File: src/inc/port_pkg.sv
// Constants for the pin mode, port latch and power control block
package port_pkg;
    // Special function register addresses
    localparam logic [7:0] ADDR_PORT0 = 8'h80;
    localparam logic [7:0] ADDR_POWER = 8'h87;
    localparam logic [7:0] ADDR_PORT1 = 8'h90;
    localparam logic [7:0] ADDR_INDEX = 8'h91;
    localparam logic [7:0] ADDR_PORT3 = 8'hB0;
    localparam logic [7:0] ADDR_MODE10 = 8'hA2;
    localparam logic [7:0] ADDR_MODE32 = 8'hA3;
    localparam logic [7:0] ADDR_MODE54 = 8'hA4;
    localparam logic [7:0] ADDR_MODE76 = 8'hA5;
    localparam logic [7:0] ADDR_PINCFG = 8'hA6;
    localparam logic [7:0] ADDR_IRQEN = 8'hA8;
    // Reset values
    localparam logic [7:0] RST_PORT0 = 8'h3F;
    localparam logic [7:0] RST_PORT13 = 8'hFF;
    localparam logic [7:0] RST_MODE = 8'h11;
    localparam logic [7:0] RST_ZERO = 8'h00;
    // Valid bits of port 0 latch
    localparam logic [7:0] MASK_PORT0 = 8'h3F;
    // Field positions
    localparam int BIT_HALT = 1;
    localparam int BIT_IDLE = 0;
    localparam int BIT_GIE = 7;
    localparam int BIT_EX1 = 2;
    localparam int BIT_EX0 = 0;
    localparam int BIT_HS2 = 7;
    localparam int BIT_HS1 = 6;
    localparam int BIT_HS0 = 5;
    // Writable bit masks
    localparam logic [7:0] MASK_POWER = 8'h8F;
    localparam logic [7:0] MASK_PINCFG = 8'hF7;
    localparam logic [7:0] MASK_IRQEN = 8'hBF;
    // Index of the missing port
    localparam logic [1:0] IDX_NONE = 2'h2;
    // Pin mode codes
    localparam logic [3:0] MODE_ANALOG = 4'h3;
    localparam logic [3:0] MODE_PWM = 4'hB;
    localparam logic [3:0] MODE_LCD = 4'hF;
    localparam logic [3:0] MODE_NONE = 4'h7;
    // Number of pins in one port
    localparam int PORT_PINS = 8;
endpackage : port_pkg

File: src/logic/pin_cell.sv
// One pin: mode decode into pad controls and wake qualification
`timescale 1ns/10ps
module pin_cell (
    input wire logic [3:0] i_mode,  // Pin mode code
    input wire logic i_latch,       // Data latch bit
    output logic o_drv_low,         // Drive pad low
    output logic o_drv_high,        // Drive pad high
    output logic o_pull_up,         // Pull-up on
    output logic o_pull_down,       // Pull-down on
    output logic o_in_en,           // Digital input on
    output logic o_analog,          // Analog channel routing
    output logic o_pwm,             // PWM or clock routing
    output logic o_lcd,             // LCD bias routing
    output logic o_wake_cap         // Pin may wake and raise change
);
    logic open_drain;
    // Decode of mode code into pad controls
    always_comb begin
        open_drain = (i_mode[1] == 1'b0);
        o_drv_low = 1'b0;
        o_drv_high = 1'b0;
        o_pull_up = 1'b0;
        o_pull_down = 1'b0;
        o_in_en = 1'b0;
        o_analog = 1'b0;
        o_pwm = 1'b0;
        o_lcd = 1'b0;
        if (open_drain) begin
            o_drv_low = ~i_latch;
            o_in_en = i_latch;
            if (i_mode[0] == 1'b0) begin
                o_pull_up = i_latch & ~i_mode[2];
                o_pull_down = i_latch & i_mode[2];
            end
            // plain open drain leaves Hi-Z when latch is one
        end else if (i_mode[0] == 1'b0) begin
            o_drv_low = ~i_latch;
            o_drv_high = i_latch;
        end else begin
            o_analog = (i_mode == port_pkg::MODE_ANALOG);
            o_pwm = (i_mode == port_pkg::MODE_PWM);
            o_lcd = (i_mode == port_pkg::MODE_LCD);
            o_pull_up = (i_mode == port_pkg::MODE_LCD);
            o_pull_down = (i_mode == port_pkg::MODE_LCD);
        end
        o_wake_cap = open_drain;
    end
endmodule : pin_cell

File: src/logic/port_pin_mode_wakeup.sv
// Ports 0, 1 and 3 with pin modes, high sink and power mode wake control
`timescale 1ns/10ps
// Summary of operation
// - Pull-up open drain: low or pulled up
// - Pull-down open drain: low or pulled down
// - Plain open drain: low or Hi-Z
// - Push-pull drives both levels, no input
// - Codes 3, 11, 15 route alternate functions
// - Read-modify-write reads latch not pin
// - Index picks port; high nibble odd pin
// - Port index never holds value two
// - Only open drain pins wake or interrupt
// - External enable alone arms halt wake
// - After halt wake next instruction first
// - Idle ends only on fully enabled interrupt
// - Power bits enter halt and idle
// - Three enables switch high sink groups
// - Mode registers reset to code one
module port_pin_mode_wakeup (
    input wire logic i_clk,               // System clock
    input wire logic i_rst_b,             // Asynchronous reset, active low
    input wire logic [7:0] i_sfr_addr,    // Register address
    input wire logic i_sfr_wr,            // Write strobe
    input wire logic i_sfr_rd,            // Read strobe
    input wire logic i_sfr_rmw,           // Read is part of read-modify-write
    input wire logic [7:0] i_sfr_wdata,   // Write data
    input wire logic [7:0] i_pin0,        // Port 0 pad levels
    input wire logic [7:0] i_pin1,        // Port 1 pad levels
    input wire logic [7:0] i_pin3,        // Port 3 pad levels
    input wire logic [1:0] i_ext_irq_pin, // External interrupt pin levels
    input wire logic i_irq_pending,       // Any enabled interrupt pending
    input wire logic i_isr_done,          // Service routine returned
    output logic [7:0] o_sfr_rdata,       // Read data
    output logic [23:0] o_drv_low,        // Pad drive low, port 0,1,3
    output logic [23:0] o_drv_high,       // Pad drive high
    output logic [23:0] o_pull_up,        // Pull-up on
    output logic [23:0] o_pull_down,      // Pull-down on
    output logic [23:0] o_in_en,          // Digital input on
    output logic [23:0] o_analog,         // Analog routing
    output logic [23:0] o_pwm,            // PWM or clock routing
    output logic [23:0] o_lcd,            // LCD bias routing
    output logic [23:0] o_wake_cap,       // Pin wake capable
    output logic [23:0] o_high_sink,      // High sink enable per pin
    output logic o_halt,                  // Halt/stop active, clock stop
    output logic o_idle,                  // Idle active, CPU held
    output logic o_wake_req,              // Halt wake request to oscillator
    output logic o_isr_enter,             // Enter service after wake
    output logic o_resume_next            // Pulse: execute post halt instruction
);
    typedef struct packed {
        logic [7:0] port0_data_latch;
        logic [7:0] port1_data_latch;
        logic [7:0] port3_data_latch;
        logic [7:0] power_control;
        logic [1:0] port_select_index;
        logic [7:0] pin_cfg;
        logic [7:0] irq_en;
        logic [0:2][0:3][7:0] mode;
        logic [7:0] rdata;
        logic [23:0] drv_low, drv_high, pull_up, pull_down, in_en;
        logic [23:0] analog, pwm, lcd, wake_cap, high_sink;
        logic wake_req, isr_enter, resume_next;
        logic [1:0] ext_s1, ext_s2;
        logic [23:0] pin_s1, pin_s2;
    } state_t;
    state_t state_reg;
    state_t state_next;
    logic [23:0] latch_all;
    logic [23:0] pin_raw;
    logic [95:0] mode_all;
    logic [23:0] c_low, c_high, c_pu, c_pd, c_in, c_an, c_pw, c_lc, c_wk;
    logic wake_async;
    logic [1:0] pidx;
    logic [1:0] pw;

    assign latch_all = {state_reg.port3_data_latch, state_reg.port1_data_latch,
                        state_reg.port0_data_latch};
    assign pin_raw = {i_pin3, i_pin1, i_pin0};
    // Pin mode fields flattened, pin n uses nibble n of its port
    always_comb begin
        mode_all = '0;
        for (int p = 0; p < 3; p++) begin
            for (int r = 0; r < 4; r++) begin
                mode_all[p*32 + r*8 +: 8] = state_reg.mode[p][r];
            end
        end
    end

    // One decode cell per pin
    for (genvar g = 0; g < 3 * port_pkg::PORT_PINS; g++) begin : g_pin
        pin_cell u_cell (
            .i_mode(mode_all[g*4 +: 4]),
            .i_latch(latch_all[g]),
            .o_drv_low(c_low[g]),
            .o_drv_high(c_high[g]),
            .o_pull_up(c_pu[g]),
            .o_pull_down(c_pd[g]),
            .o_in_en(c_in[g]),
            .o_analog(c_an[g]),
            .o_pwm(c_pw[g]),
            .o_lcd(c_lc[g]),
            .o_wake_cap(c_wk[g])
        );
    end

    // clockless wake term; low level on an open drain input pin or armed low external pin
    always_comb begin
        wake_async = 1'b0;
        for (int i = 0; i < 24; i++) begin
            wake_async = wake_async | (c_wk[i] & c_in[i] & ~pin_raw[i]);
        end
        // individual enable alone arms the pin
        wake_async = wake_async |
            (state_reg.irq_en[port_pkg::BIT_EX0] & ~i_ext_irq_pin[0]) |
            (state_reg.irq_en[port_pkg::BIT_EX1] & ~i_ext_irq_pin[1]);
    end

    // Next state: register writes, reads, power sequencing
    always_comb begin
        state_next = state_reg;
        pidx = state_reg.port_select_index;
        pw = 2'h0;
        state_next.ext_s1 = i_ext_irq_pin;
        state_next.ext_s2 = state_reg.ext_s1;
        state_next.pin_s1 = pin_raw;
        state_next.pin_s2 = state_reg.pin_s1;
        state_next.resume_next = 1'b0;
        // Port slot 0,1,2 for index 0,1,3
        pw = (pidx == 2'h3) ? 2'h2 : pidx;
        if (i_sfr_wr) begin
            unique case (i_sfr_addr)
                port_pkg::ADDR_PORT0:
                    state_next.port0_data_latch = i_sfr_wdata & port_pkg::MASK_PORT0;
                port_pkg::ADDR_PORT1: state_next.port1_data_latch = i_sfr_wdata;
                port_pkg::ADDR_PORT3: state_next.port3_data_latch = i_sfr_wdata;
                // power bits enter halt or idle
                port_pkg::ADDR_POWER:
                    state_next.power_control = i_sfr_wdata & port_pkg::MASK_POWER;
                port_pkg::ADDR_INDEX: begin
                    // value two is refused, index keeps old port
                    if (i_sfr_wdata[1:0] != port_pkg::IDX_NONE) begin
                        state_next.port_select_index = i_sfr_wdata[1:0];
                    end
                end
                // index selects the port of the mode registers
                port_pkg::ADDR_MODE10: state_next.mode[pw][0] = i_sfr_wdata;
                port_pkg::ADDR_MODE32: state_next.mode[pw][1] = i_sfr_wdata;
                port_pkg::ADDR_MODE54: state_next.mode[pw][2] = i_sfr_wdata;
                port_pkg::ADDR_MODE76: state_next.mode[pw][3] = i_sfr_wdata;
                port_pkg::ADDR_PINCFG:
                    state_next.pin_cfg = i_sfr_wdata & port_pkg::MASK_PINCFG;
                port_pkg::ADDR_IRQEN:
                    state_next.irq_en = i_sfr_wdata & port_pkg::MASK_IRQEN;
                default: ;
            endcase
        end
        if (i_sfr_rd) begin
            unique case (i_sfr_addr)
                // read-modify-write sees latch, plain read sees pins
                port_pkg::ADDR_PORT0: state_next.rdata = i_sfr_rmw ?
                    state_reg.port0_data_latch : (state_reg.pin_s2[7:0] & port_pkg::MASK_PORT0);
                port_pkg::ADDR_PORT1: state_next.rdata = i_sfr_rmw ?
                    state_reg.port1_data_latch : state_reg.pin_s2[15:8];
                port_pkg::ADDR_PORT3: state_next.rdata = i_sfr_rmw ?
                    state_reg.port3_data_latch : state_reg.pin_s2[23:16];
                port_pkg::ADDR_POWER: state_next.rdata = state_reg.power_control;
                port_pkg::ADDR_INDEX: state_next.rdata = {6'h00, state_reg.port_select_index};
                port_pkg::ADDR_MODE10: state_next.rdata = state_reg.mode[pw][0];
                port_pkg::ADDR_MODE32: state_next.rdata = state_reg.mode[pw][1];
                port_pkg::ADDR_MODE54: state_next.rdata = state_reg.mode[pw][2];
                port_pkg::ADDR_MODE76: state_next.rdata = state_reg.mode[pw][3];
                port_pkg::ADDR_PINCFG: state_next.rdata = state_reg.pin_cfg;
                port_pkg::ADDR_IRQEN: state_next.rdata = state_reg.irq_en;
                default: state_next.rdata = port_pkg::RST_ZERO;
            endcase
        end
        // halt wake resumes next instruction first
        if (state_reg.power_control[port_pkg::BIT_HALT] && state_reg.wake_req) begin
            state_next.power_control[port_pkg::BIT_HALT] = 1'b0;
            state_next.resume_next = 1'b1;
        end
        // service entry a cycle later, so the synced pin level is seen
        if (state_reg.resume_next) begin
            state_next.isr_enter = state_reg.irq_en[port_pkg::BIT_GIE] &
                ((state_reg.irq_en[port_pkg::BIT_EX0] & ~state_reg.ext_s2[0]) |
                 (state_reg.irq_en[port_pkg::BIT_EX1] & ~state_reg.ext_s2[1]));
        end
        // idle ends only with global and individual enable
        if (state_reg.power_control[port_pkg::BIT_IDLE] && i_irq_pending &&
            state_reg.irq_en[port_pkg::BIT_GIE]) begin
            state_next.power_control[port_pkg::BIT_IDLE] = 1'b0;
            state_next.isr_enter = 1'b1;
        end
        if (i_isr_done) begin
            state_next.isr_enter = 1'b0;
        end
        // Wake request held only while halted, so stray pin lows are ignored
        state_next.wake_req = state_reg.power_control[port_pkg::BIT_HALT] & wake_async;
        // Registered pad controls; outputs lag latch writes by one cycle
        state_next.drv_low = c_low;
        state_next.drv_high = c_high;
        state_next.pull_up = c_pu;
        state_next.pull_down = c_pd;
        state_next.in_en = c_in;
        state_next.analog = c_an;
        state_next.pwm = c_pw;
        state_next.lcd = c_lc;
        state_next.wake_cap = c_wk;
        state_next.high_sink = {20'h00000, {4{state_reg.pin_cfg[port_pkg::BIT_HS2]}}} << 16 |
            {8'h00, {8{state_reg.pin_cfg[port_pkg::BIT_HS1]}}, 2'h0,
             {6{state_reg.pin_cfg[port_pkg::BIT_HS0]}}};
    end

    // All state in one register; reset loads constants only
    always_ff @(posedge i_clk or negedge i_rst_b) begin
        if (!i_rst_b) begin
            state_reg <= '0;
            state_reg.port0_data_latch <= port_pkg::RST_PORT0;
            state_reg.port1_data_latch <= port_pkg::RST_PORT13;
            state_reg.port3_data_latch <= port_pkg::RST_PORT13;
            // mode fields reset to plain open drain
            for (int p = 0; p < 3; p++) begin
                for (int r = 0; r < 4; r++) begin
                    state_reg.mode[p][r] <= port_pkg::RST_MODE;
                end
            end
            state_reg.in_en <= 24'hFFFFFF;
            state_reg.wake_cap <= 24'hFFFFFF;
            state_reg.ext_s1 <= 2'h3;
            state_reg.ext_s2 <= 2'h3;
        end else begin
            state_reg <= state_next;
        end
    end

    // Outputs straight from flip-flops
    assign o_sfr_rdata = state_reg.rdata;
    assign o_drv_low = state_reg.drv_low;
    assign o_drv_high = state_reg.drv_high;
    assign o_pull_up = state_reg.pull_up;
    assign o_pull_down = state_reg.pull_down;
    assign o_in_en = state_reg.in_en;
    assign o_analog = state_reg.analog;
    assign o_pwm = state_reg.pwm;
    assign o_lcd = state_reg.lcd;
    assign o_wake_cap = state_reg.wake_cap;
    assign o_high_sink = state_reg.high_sink;
    assign o_halt = state_reg.power_control[port_pkg::BIT_HALT];
    assign o_idle = state_reg.power_control[port_pkg::BIT_IDLE];
    assign o_wake_req = state_reg.wake_req;
    assign o_isr_enter = state_reg.isr_enter;
    assign o_resume_next = state_reg.resume_next;
endmodule : port_pin_mode_wakeup

File: config.mk
export PLATFORM = sky130hd
export DESIGN_NAME = port_pin_mode_wakeup
export DESIGN_NICKNAME = d
export VERILOG_FILES = /design/src/inc/port_pkg.sv /design/src/logic/pin_cell.sv /design/src/logic/port_pin_mode_wakeup.sv
export SDC_FILE = /design/constraint.sdc
export NUM_CORES = 1
export LEC_CHECK = 0
export BUFFER_PORTS_ARGS = -buffer_cell sky130_fd_sc_hd__buf_4
export CORE_MARGIN = 2
export CORE_UTILIZATION = 49
export DETAILED_ROUTE_END_ITERATION = 16
export GPL_ROUTABILITY_DRIVEN = 0
export PLACE_DENSITY = 0.71
export REMOVE_ABC_BUFFERS = 1
export SYNTH_ARGS = -nofsm -noshare
export SYNTH_HDL_FRONTEND = slang
export SYNTH_SLANG_ARGS = --single-unit
File: constraint.sdc
create_clock -name i_clk -period 2.1 [get_ports i_clk]
set_input_delay 0.42 -clock i_clk [delete_from_list [all_inputs] [get_ports i_clk]]
set_output_delay 0.42 -clock i_clk [all_outputs]
set_load 0.03 [all_outputs]
==> results of run 1 <==
## where the power goes
part	switching (mW)	internal, mW	leakage [nW]
sequential	0.152	8.14	5.14
clock	3.03	4.79	0.717
combinational	0.759	0.436	4.16
## layout by cell type (no fill, tap or decap), types with 9 or more instances in the layout
master	instances
dfrtp_1	312
a21oi_1	29
a32oi_1	16
nor3_1	26
a21o_1	26
dfstp_2	97
nor3b_1	41
mux4_2	12
inv_1	60
mux2_2	147
clkbuf_1	11
o21ai_0	20
o32ai_1	13
nand2_1	124
o22ai_1	16
dlygate4sd3_1	21
conb_1	9
buf_4	360
nand3_1	10
clkbuf_16	45
mux2i_1	28
nor2_1	59
## kinds of logic after synthesis
logic type / synth area share, %
flops: 59.3
buf+inv: 13.0
simple gates: 9.10
mux: 12.6
compound gates: 5.93
other cells: 0.0214
## metrics by stage
step                      worst slack [ns]  setup TNS, ns  instances  instance area, um^2
after global routing                0.0170              0       2056                20600
after detailed placement            -0.133          -2.20       1958                18900
after global placement              -0.113          -1.68       1958                18900
after floorplan                     -0.431         -15.31       1128                15500
final                               0.0318              0       2057                20600
after CTS                           0.0625              0       2056                20600
## layout make-up
type / count / area, um^2 / area share (%)
clock buffers: 63 / 1260 / 6.13
well taps: 461 / 577 / 2.80
inverters: 61 / 229 / 1.11
repair buffers: 390 / 3090 / 15.0
flip-flops and latches: 410 / 10400 / 50.3
diodes: 1 / 2.50 / 0.0121
multi-input cells: 657 / 4870 / 23.6
clock inverters: 14 / 208 / 1.01
## per-layer routing
metal,up-vias,share of wire (%),routed length [um]
met5,-,0,0
met4,0,2.6,1140
met2,391,50,22100
met1,5594,41,18200
met3,72,6.9,3050
li1,4891,-,-
## cell usage after synthesis (3+ instances only)
cell,instances
a21o_1,26
a21oi_1,29
a222oi_1,4
a22o_1,6
a22oi_1,6
a32oi_1,16
and3_1,6
and4_1,3
buf_2,16
buf_4,248
clkbuf_1,26
dfrtp_1,313
dfstp_2,97
inv_1,60
mux2_2,147
mux2i_1,28
mux4_2,12
nand2_1,124
nand2b_1,3
nand3_1,10
nand4_1,7
nor2_1,59
nor2b_1,3
nor3_1,26
nor3_2,3
nor3b_1,41
nor4_1,5
o21ai_0,20
o22ai_1,16
o31ai_1,4
o32ai_1,13
or2_2,3
## worst paths after layout
kind	slack [ns]	endpoint	from	depth (start not counted)
setup / recovery	0.03	o_sfr_rdata[1]	pidx[0]	7
hold / removal	0.02	state_next[17]	i_pin3[1]	1
setup reg to reg	0.03	o_sfr_rdata[1]	pidx[0]	7
hold reg to reg	0.35	state_reg[21]	state_next[21]	0
max in group asynchronous	0.89	latch_all[14]	i_rst_b	3
min in group asynchronous	0.40	async pin	i_rst_b	2
## what timing repair did
action                                  CTS  global route
hold buffers                             21             0
endpoints found under the hold margin    47             0
endpoints found under the setup margin    0             0
## worst max-delay path: cells and delay by family (launching register included)
family	cells	cell delay, ns
and+or+nand+nor	1	0.09
buffers and inverters	2	0.34
muxes	1	0.49
AOI/OAI and AO/OA	3	0.56
DFF	1	0.44
==> impl_metrics.csv, run 1 <==
group,metric,value,unit
clock_tree,clkTransAtPathRegs,0.06,ns
clock_tree,clk_root_buffer_cell,"clkbuf_16",
global_routing,grt_busiest_layer,"met2",
run,cap_violations,0,
pwr,leakage,10.0,nW
floorplan,io_pins,302,
pwr,powerDensity,839,mW/mm^2
global_routing,grt_max_degree,68,
drt,via_per_inst,5.32,
worst_setup_path,crit_type,"flip-flop to flip-flop",
final_layout,final_util,58.3,%
hold_path,hold_class,"primary input to flip-flop",
global_routing,grt_pass1_wl,66400,um
synth,synth_top_cell_by_area,"dfrtp_1",
clock_tree,clockBufferDepth,3,
drt,antenna_left,0,
global_routing,antenna_found_initial,0,
sta,max_slew.worst_pin.slew,0.516,ns
floorplan,dieArea,0.0372,mm^2
floorplan,start_util,49.4,%
sta,setup_viol,0,
global_routing,overflow,0,
synth,ys.flop_type,"dfrtp_1",
drt,first_pass_iters,5,
worst_setup_path,end_kind,"flip-flop",
synth,syn_avg_cell_area,12.4,um^2
worst_setup_path,max_stage_delay,0.49,ns
sta,fin_crit_sh,98.5,%
drt,wirelength,44500,um
sta,max_freq,0.484,GHz
synth,ys_seq_area_share,59.3,%
synth,synth_edf_count,0,
synth,async_reset_ff_share,100,%
synth,synth_warnings,0,
pwr,ir_drop,0.686,mV
placement,port_buffers,291,
synth,synth_top_cell_area_share,44.8,%
worst_setup_path,critPathLaunchType,"flip-flop",
synth,syn_inst,1412,
worst_setup_path,cp_cell_sequence,"buf_12 > buf_4 > nor2_1 > a21oi_1 > mux4_2 > a222oi_1 > a22oi_1",
floorplan,die_y,193,um
drt,first_iter_violations,784,
clock_tree,clock-sinks,410,
global_routing,grt_pass1_vias,11218,
sta,period_minus_slack,2.07,ns
floorplan,rows,69,
floorplan,die_w,193,um
placement,dpl.hpwl,32100,um
global_routing,grt_use_total,24.0,%
synth,synth.area.top_cells,"dfrtp_1 45%, dfstp_2 15%, buf_4 11%, mux2_2 9.5%, nand2_1 2.7%",
clock_tree,postCtsSetupBuffers,0,
final_layout,finalNetCount,1611,
outcome,status,"finished, final reports clean",
clock_tree,cts_tree,"done",
sta,finClkSkew,0.0160,ns
clock_tree,worstSkewPairLatency,0.54,ns
worst_setup_path,crit_required,2.50,ns
clock_tree,cts_buffers,42,
worst_setup_path,path_max_fanout,16,
synth,ys_ff_latch,410,
worst_setup_path,critPathArrivalTime,2.47,ns
pwr,totalPowerFinal,17.3,mW
clock_tree,htreeDepth,2,
global_routing,grtUsageMet1,31.4,%
global_routing,use_met3,5.16,%
clock_tree,cts-resized-gates,0,
final_layout,area_growth_syn_to_layout,17.9,%
sta,hold_viol_final,0,
drt,via_count,10948,
final_layout,drive_above_1_share,44.6,%
global_routing,grt_util_met2,40.2,%
sta,drv_slew,0,
final_layout,nFillCells,2890,
sta,max_slew_margin,65.3,%
drt,drc_errors,0,
floorplan,coreArea,0.0354,mm^2
worst_setup_path,crit_path_top_delay_cell,"mux4_2",
sta,finalHoldWorstSlack,0.0205,ns
sta,rsz0062_at_grt,"no",
drt,wl_per_cell,21.6,um
synth,syn-cell-area,0.0175,mm^2
synth,yosysUniqueCellTypes,55,
(Power assumes the default switching activity.)
==> run 2: changes to the inputs <==
Settings changed: CORE_UTILIZATION 49 to 40, PLACE_DENSITY 0.71 to unset.
==> run 2 against run 1 <==
  * Worst setup slack better by 0.028 ns
  * Critical path depth is the same
  * Critical path type unchanged
  * Clock-buffer cell count shrank 2
  * Largest cell class unchanged
==> impl_metrics.csv, run 2 (synthesis results as in run 1) <==
group,metric,value,unit
outcome,status,"finished, final reports clean",
worst_setup_path,r2r_start,"pidx[0]",
pwr,pwr-share-clk,45.2,%
drt,wirelength,47800,um
final_layout,finalNetCount,1627,
global_routing,overflow,0,
drt,via_per_inst,4.96,
sta,drv_slew,0,
worst_setup_path,crit_path_top_delay_cell,"mux4_2",
clock_tree,cts_tree,"done",
final_layout,design_area,0.0209,mm^2
global_routing,grt_pass1_wl,70500,um
placement,dpl_cell_area,0.0192,mm^2
floorplan,die_y,213,um
pwr,seqPwrFrac,47.7,%
clock_tree,clockBufferDepth,3,
hold_path,hold_class,"primary input to flip-flop",
sta,finClkSkew,0.0106,ns
drt,antenna_left,0,
global_routing,grt_max_degree,57,
clock_tree,cts_buffers,44,
pwr,ir_drop,0.519,mV
clock_tree,worstSkewPairLatency,0.56,ns
final_layout,multi_input_area,0.00488,mm^2
sta,period_minus_slack,2.04,ns
worst_setup_path,crit_required,2.53,ns
final_layout,final_common_cell,"buf_4",
worst_setup_path,critPathLaunchType,"flip-flop",
run,cap_violations,0,
worst_setup_path,crit_path_end,"o_sfr_rdata[2]",
worst_setup_path,crit_type,"flip-flop to flip-flop",
pwr,leakage,10.1,nW
placement,place_ws,-0.0201,ns
final_layout,nFillCells,3904,
worst_setup_path,critPathArrivalTime,2.47,ns
pwr,p_sw_share,23.5,%
floorplan,die_w,213,um
worst_setup_path,r2r_cells,7,
worst_setup_path,crit_top_cell,"buf_4",
global_routing,grt_use_total,21.2,%
pwr,p_sw,4.08,mW
sta,setup_viol,0,
final_layout,regArea,0.0104,mm^2
worst_setup_path,path_depth,7,
sta,max_freq,0.490,GHz
drt,first_pass_iters,5,
worst_setup_path,max_stage_delay,0.55,ns
drt,drc_errors,0,
worst_setup_path,end_kind,"flip-flop",
worst_setup_path,path_max_fanout,4,
floorplan,start_util,40.5,%
global_routing,antenna_found_initial,3,
placement,port_buffers,291,
clock_tree,clkTransAtPathRegs,0.06,ns
worst_setup_path,cp_cell_sequence,"buf_4 > buf_4 > nand2_1 > o21ai_0 > mux4_2 > a32oi_2 > a32oi_1",
floorplan,coreArea,0.0432,mm^2
sta,rsz0062_at_grt,"no",
clock_tree,clock-sinks,410,
drt,via_count,10914,
final_layout,mostFrequentLayoutCells,"366 x buf_4, 312 x dfrtp_1, 147 x mux2_2",
placement,dpl.hpwl,34600,um
pwr,p_int,13.3,mW
sta,finalHoldWorstSlack,0.0858,ns
final_layout,drive_above_1_share,44.9,%
pwr,p_comb_share,7.2,%
sta,max_slew_margin,61.7,%
clock_tree,htreeDepth,2,
worst_setup_path,r2r_setup_slack,0.06,ns
worst_setup_path,r2r_end,"o_sfr_rdata[2]",
worst_setup_path,critPathBufInv,2,
floorplan,io_pins,302,
final_layout,area_growth_syn_to_layout,19.6,%
sta,fin_ws,0.0603,ns
sta,fin_crit_sh,97.1,%
drt,first_iter_violations,843,
final_layout,final_util,48.5,%
clock_tree,clk_root_buffer_cell,"clkbuf_16",
floorplan,rows,76,
drt,wl_per_cell,21.8,um
floorplan,dieArea,0.0454,mm^2
global_routing,grt_pass1_vias,11282,
worst_setup_path,startpoint,"pidx[0]",
sta,max_slew.worst_pin.slew,0.568,ns
pwr,powerDensity,831,mW/mm^2
sta,hold_viol_final,0,
worst_setup_path,cpLargestDelayFamily,"multiplexers",
==> run 2: cell types whose count changed in the layout (fill, tap and decap cells not counted), moves of 3 or more <==
cell | previous run | this run
buf_12 | 8 | 11
buf_4 | 360 | 366
clkbuf_8 | 7 | 4
clkinv_2 | 5 | 11
dlygate4sd3_1 | 21 | 26
==> run 2: metrics by stage <==
step / TNS, ns / power, mW / cells
2_1_floorplan: -15.31 / 8.86 / 1128
3_5_place_dp: -0.0236 / 9.64 / 2091
4_1_cts: 0 / 17.6 / 2197
3_3_place_gp: 0 / 9.62 / 2091
5_1_grt: 0 / 18.1 / 2197
6_report: 0 / 17.4 / 2199
==> run 2: worst min-delay path by stage <==
| stage | startpoint | to | depth (start not counted) |
|---|---|---|---|
| 2_1_floorplan | i_rst_b | async pin | 0 |
| 5_1_grt | i_irq_pending | o_idle | 2 |
| 3_3_place_gp | state_next[13] | state_reg[13] | 0 |
| 3_5_place_dp | state_next[2] | state_reg[2] | 0 |
| 4_1_cts | i_irq_pending | o_idle | 2 |
| 6_report | i_irq_pending | o_idle | 2 |
==> run 2: cell type report <==
cell class | count | share of cell area (%)
clock inverter | 19 | 1.10
antenna | 2 | 0.0239
clock buffer | 61 | 5.86
inverter | 61 | 1.09
timing repair buffer | 404 | 15.5
multi-input combinational | 657 | 23.3
sequential | 410 | 49.6
tap | 585 | 3.50
==> run 2: per-layer routing <==
metal / track usage, % / up-vias / part of all wire [%]
li1: - / 4924 / -
met1: 28.0 / 5592 / 43
met2: 35.1 / 332 / 49
met3: 4.85 / 64 / 6.5
met4: 5.77 / 2 / 2.0
met5: 0 / - / 0.025
==> run 2: power groups by stage <==
| stage | Sequential [mW] | Clock, mW | Combinational, mW |
|---|---|---|---|
| after floorplan | 8.58 | 0 | 0.276 |
| after global placement | 8.42 | 0 | 1.20 |
| after detailed placement | 8.43 | 0 | 1.21 |
| after CTS | 8.29 | 8.06 | 1.26 |
| after global routing | 8.31 | 8.41 | 1.34 |
| final | 8.29 | 7.85 | 1.24 |
==> run 2: timing repair <==
item / 4_1_cts / 5_1_grt
hold endpoints to repair: 59 / 0
gates resized for setup: 0 / 1
buffers inserted: 0 / 0
hold buffers: 26 / 0
setup endpoints to repair: 0 / 1
==> run 3: changes to the inputs <==
Settings changed: SETUP_SLACK_MARGIN set to 0.2.
==> run 3 against run 2 <==
  * Clock power is essentially flat
  * Critical path depth is the same
  * Flip-flop and latch count is the same
  * Die area is the same
  * Non-clock buffer count grew 8
  * Clock-buffer cell count is the same
  * Core utilization grew 0.30 points
  * Global-route usage is essentially flat
  * Clock skew shrank 0.00086 ns
  * Total power grew 0.15%
  * Via count grew 0.72%
  * Hold slack lost 0.0014 ns
==> impl_metrics.csv, run 3 (synthesis results as in run 1) <==
group,metric,value,unit
outcome,status,"finished, final reports clean",
floorplan,die_w,213,um
final_layout,final_common_cell,"buf_4",
worst_setup_path,r2r_cells,7,
pwr,totalPowerFinal,17.4,mW
sta,hold_viol_final,0,
sta,max_slew.worst_pin.slew,0.558,ns
sta,finalHoldWorstSlack,0.0844,ns
floorplan,die_y,213,um
final_layout,nFillCells,3897,
sta,max_freq,0.503,GHz
floorplan,dieArea,0.0454,mm^2
final_layout,area_growth_syn_to_layout,20.4,%
sta,fin_ws,0.111,ns
final_layout,design_area,0.0211,mm^2
drt,first_pass_iters,6,
hold_path,hold_class,"primary input to flip-flop",
drt,antenna_left,0,
worst_setup_path,crit_path_top_delay_cell,"mux4_2",
sta,setup_tns,0,ns
worst_setup_path,cp_cell_sequence,"buf_12 > buf_6 > nor2_4 > a21oi_2 > mux4_2 > a222oi_1 > a22oi_1",
sta,finClkSkew,0.00975,ns
drt,first_iter_violations,833,
placement,dpl_cell_area,0.0192,mm^2
final_layout,drive_above_1_share,45.7,%
sta,fin_crit_sh,94.7,%
clock_tree,cts_tree,"done",
placement,dpl.hpwl,34600,um
global_routing,grt_max_degree,57,
run,cap_violations,0,
sta,setup_viol,0,
sta,rsz0062_at_grt,"yes",
sta,drv_slew,0,
floorplan,coreArea,0.0432,mm^2
clock_tree,clock-sinks,410,
clock_tree,clk_root_buffer_cell,"clkbuf_16",
worst_setup_path,crit_type,"flip-flop to flip-flop",
clock_tree,htreeDepth,2,
floorplan,io_pins,302,
final_layout,finalNetCount,1635,
pwr,ir_drop,0.517,mV
worst_setup_path,max_stage_delay,0.50,ns
drt,via_per_inst,4.98,
clock_tree,clockBufferDepth,3,
pwr,leakage,10.2,nW
hold_path,hold_depth,2,
worst_setup_path,crit_required,2.52,ns
pwr,powerDensity,827,mW/mm^2
global_routing,antenna_found_initial,3,
worst_setup_path,critPathArrivalTime,2.41,ns
floorplan,rows,76,
placement,place_ws,-0.0201,ns
worst_setup_path,critPathLaunchType,"flip-flop",
clock_tree,cts_buffers,44,
worst_setup_path,path_max_fanout,8,
placement,port_buffers,291,
clock_tree,clkTransAtPathRegs,0.06,ns
drt,via_count,10993,
sta,period_minus_slack,1.99,ns
clock_tree,worstSkewPairLatency,0.56,ns
floorplan,start_util,40.5,%
global_routing,overflow,0,
drt,wl_per_cell,21.8,um
global_routing,grt_pass1_wl,70600,um
drt,wirelength,48200,um
worst_setup_path,end_kind,"flip-flop",
global_routing,grt_use_total,21.2,%
sta,max_slew_margin,62.8,%
drt,drc_errors,0,
global_routing,grt_pass1_vias,11288,
final_layout,mostFrequentLayoutCells,"369 x buf_4, 312 x dfrtp_1, 146 x mux2_2",
[run 3: through the flow]
stage	utilization [%]	instances
floorplan	-	1128
finish	48.8	2207
global route	48.8	2205
detailed placement	44.5	2091
CTS	48.5	2201
global placement	44.5	2091
[run 3: area by class of cell]
class	count	area (um^2)	share of cell area, %
Multi-Input combinational cell	657	4930	23.4
Tap cell	585	732	3.48
Clock buffer	61	1230	5.82
Clock inverter	19	230	1.09
Sequential cell	410	10400	49.3
Timing Repair Buffer	412	3320	15.8
Inverter	61	229	1.09
Antenna cell	2	5.00	0.0238
[run 3: report_power, final]
part	total, mW	internal [mW]	switching (mW)
clock	7.86	4.71	3.15
sequential	8.29	8.14	0.149
combinational	1.27	0.475	0.791
[run 3: what timing repair did]
item                       CTS  global route
hold endpoints to repair    59             0
resized for setup            6            21
pin swaps                    1             7
buffers inserted             4             4
setup endpoints to repair    6             8
hold buffers                26             0
[run 3: critical path: cells and delay by family (launching register included)]
kind,cells,cell delay [ns]
DFF,1,0.48
and+or+nand+nor,1,0.07
muxes,1,0.50
buffers and inverters,2,0.30
AOI/OAI and AO/OA,3,0.50
[run 3: final timing paths]
| check | endpoint | start | slack [ns] |
|---|---|---|---|
| worst min-delay path | o_idle | i_irq_pending | 0.08 |
| worst max register to register | o_sfr_rdata[1] | pidx[0] | 0.11 |
| worst min register to register | state_reg[5] | state_next[5] | 0.35 |
| worst max-delay path | o_sfr_rdata[1] | pidx[0] | 0.11 |
| max in group asynchronous | async pin | i_rst_b | 0.94 |
| min in group asynchronous | o_analog[0] | i_rst_b | 0.41 |
[run 3: metal layers]
metal | up-vias | track usage (%) | wire, um
met3 | 68 | 4.85 | 3440
met5 | - | 0 | 12
met1 | 5633 | 28.0 | 20300
met4 | 2 | 5.36 | 880
li1 | 4936 | - | -
met2 | 354 | 35.4 | 23500
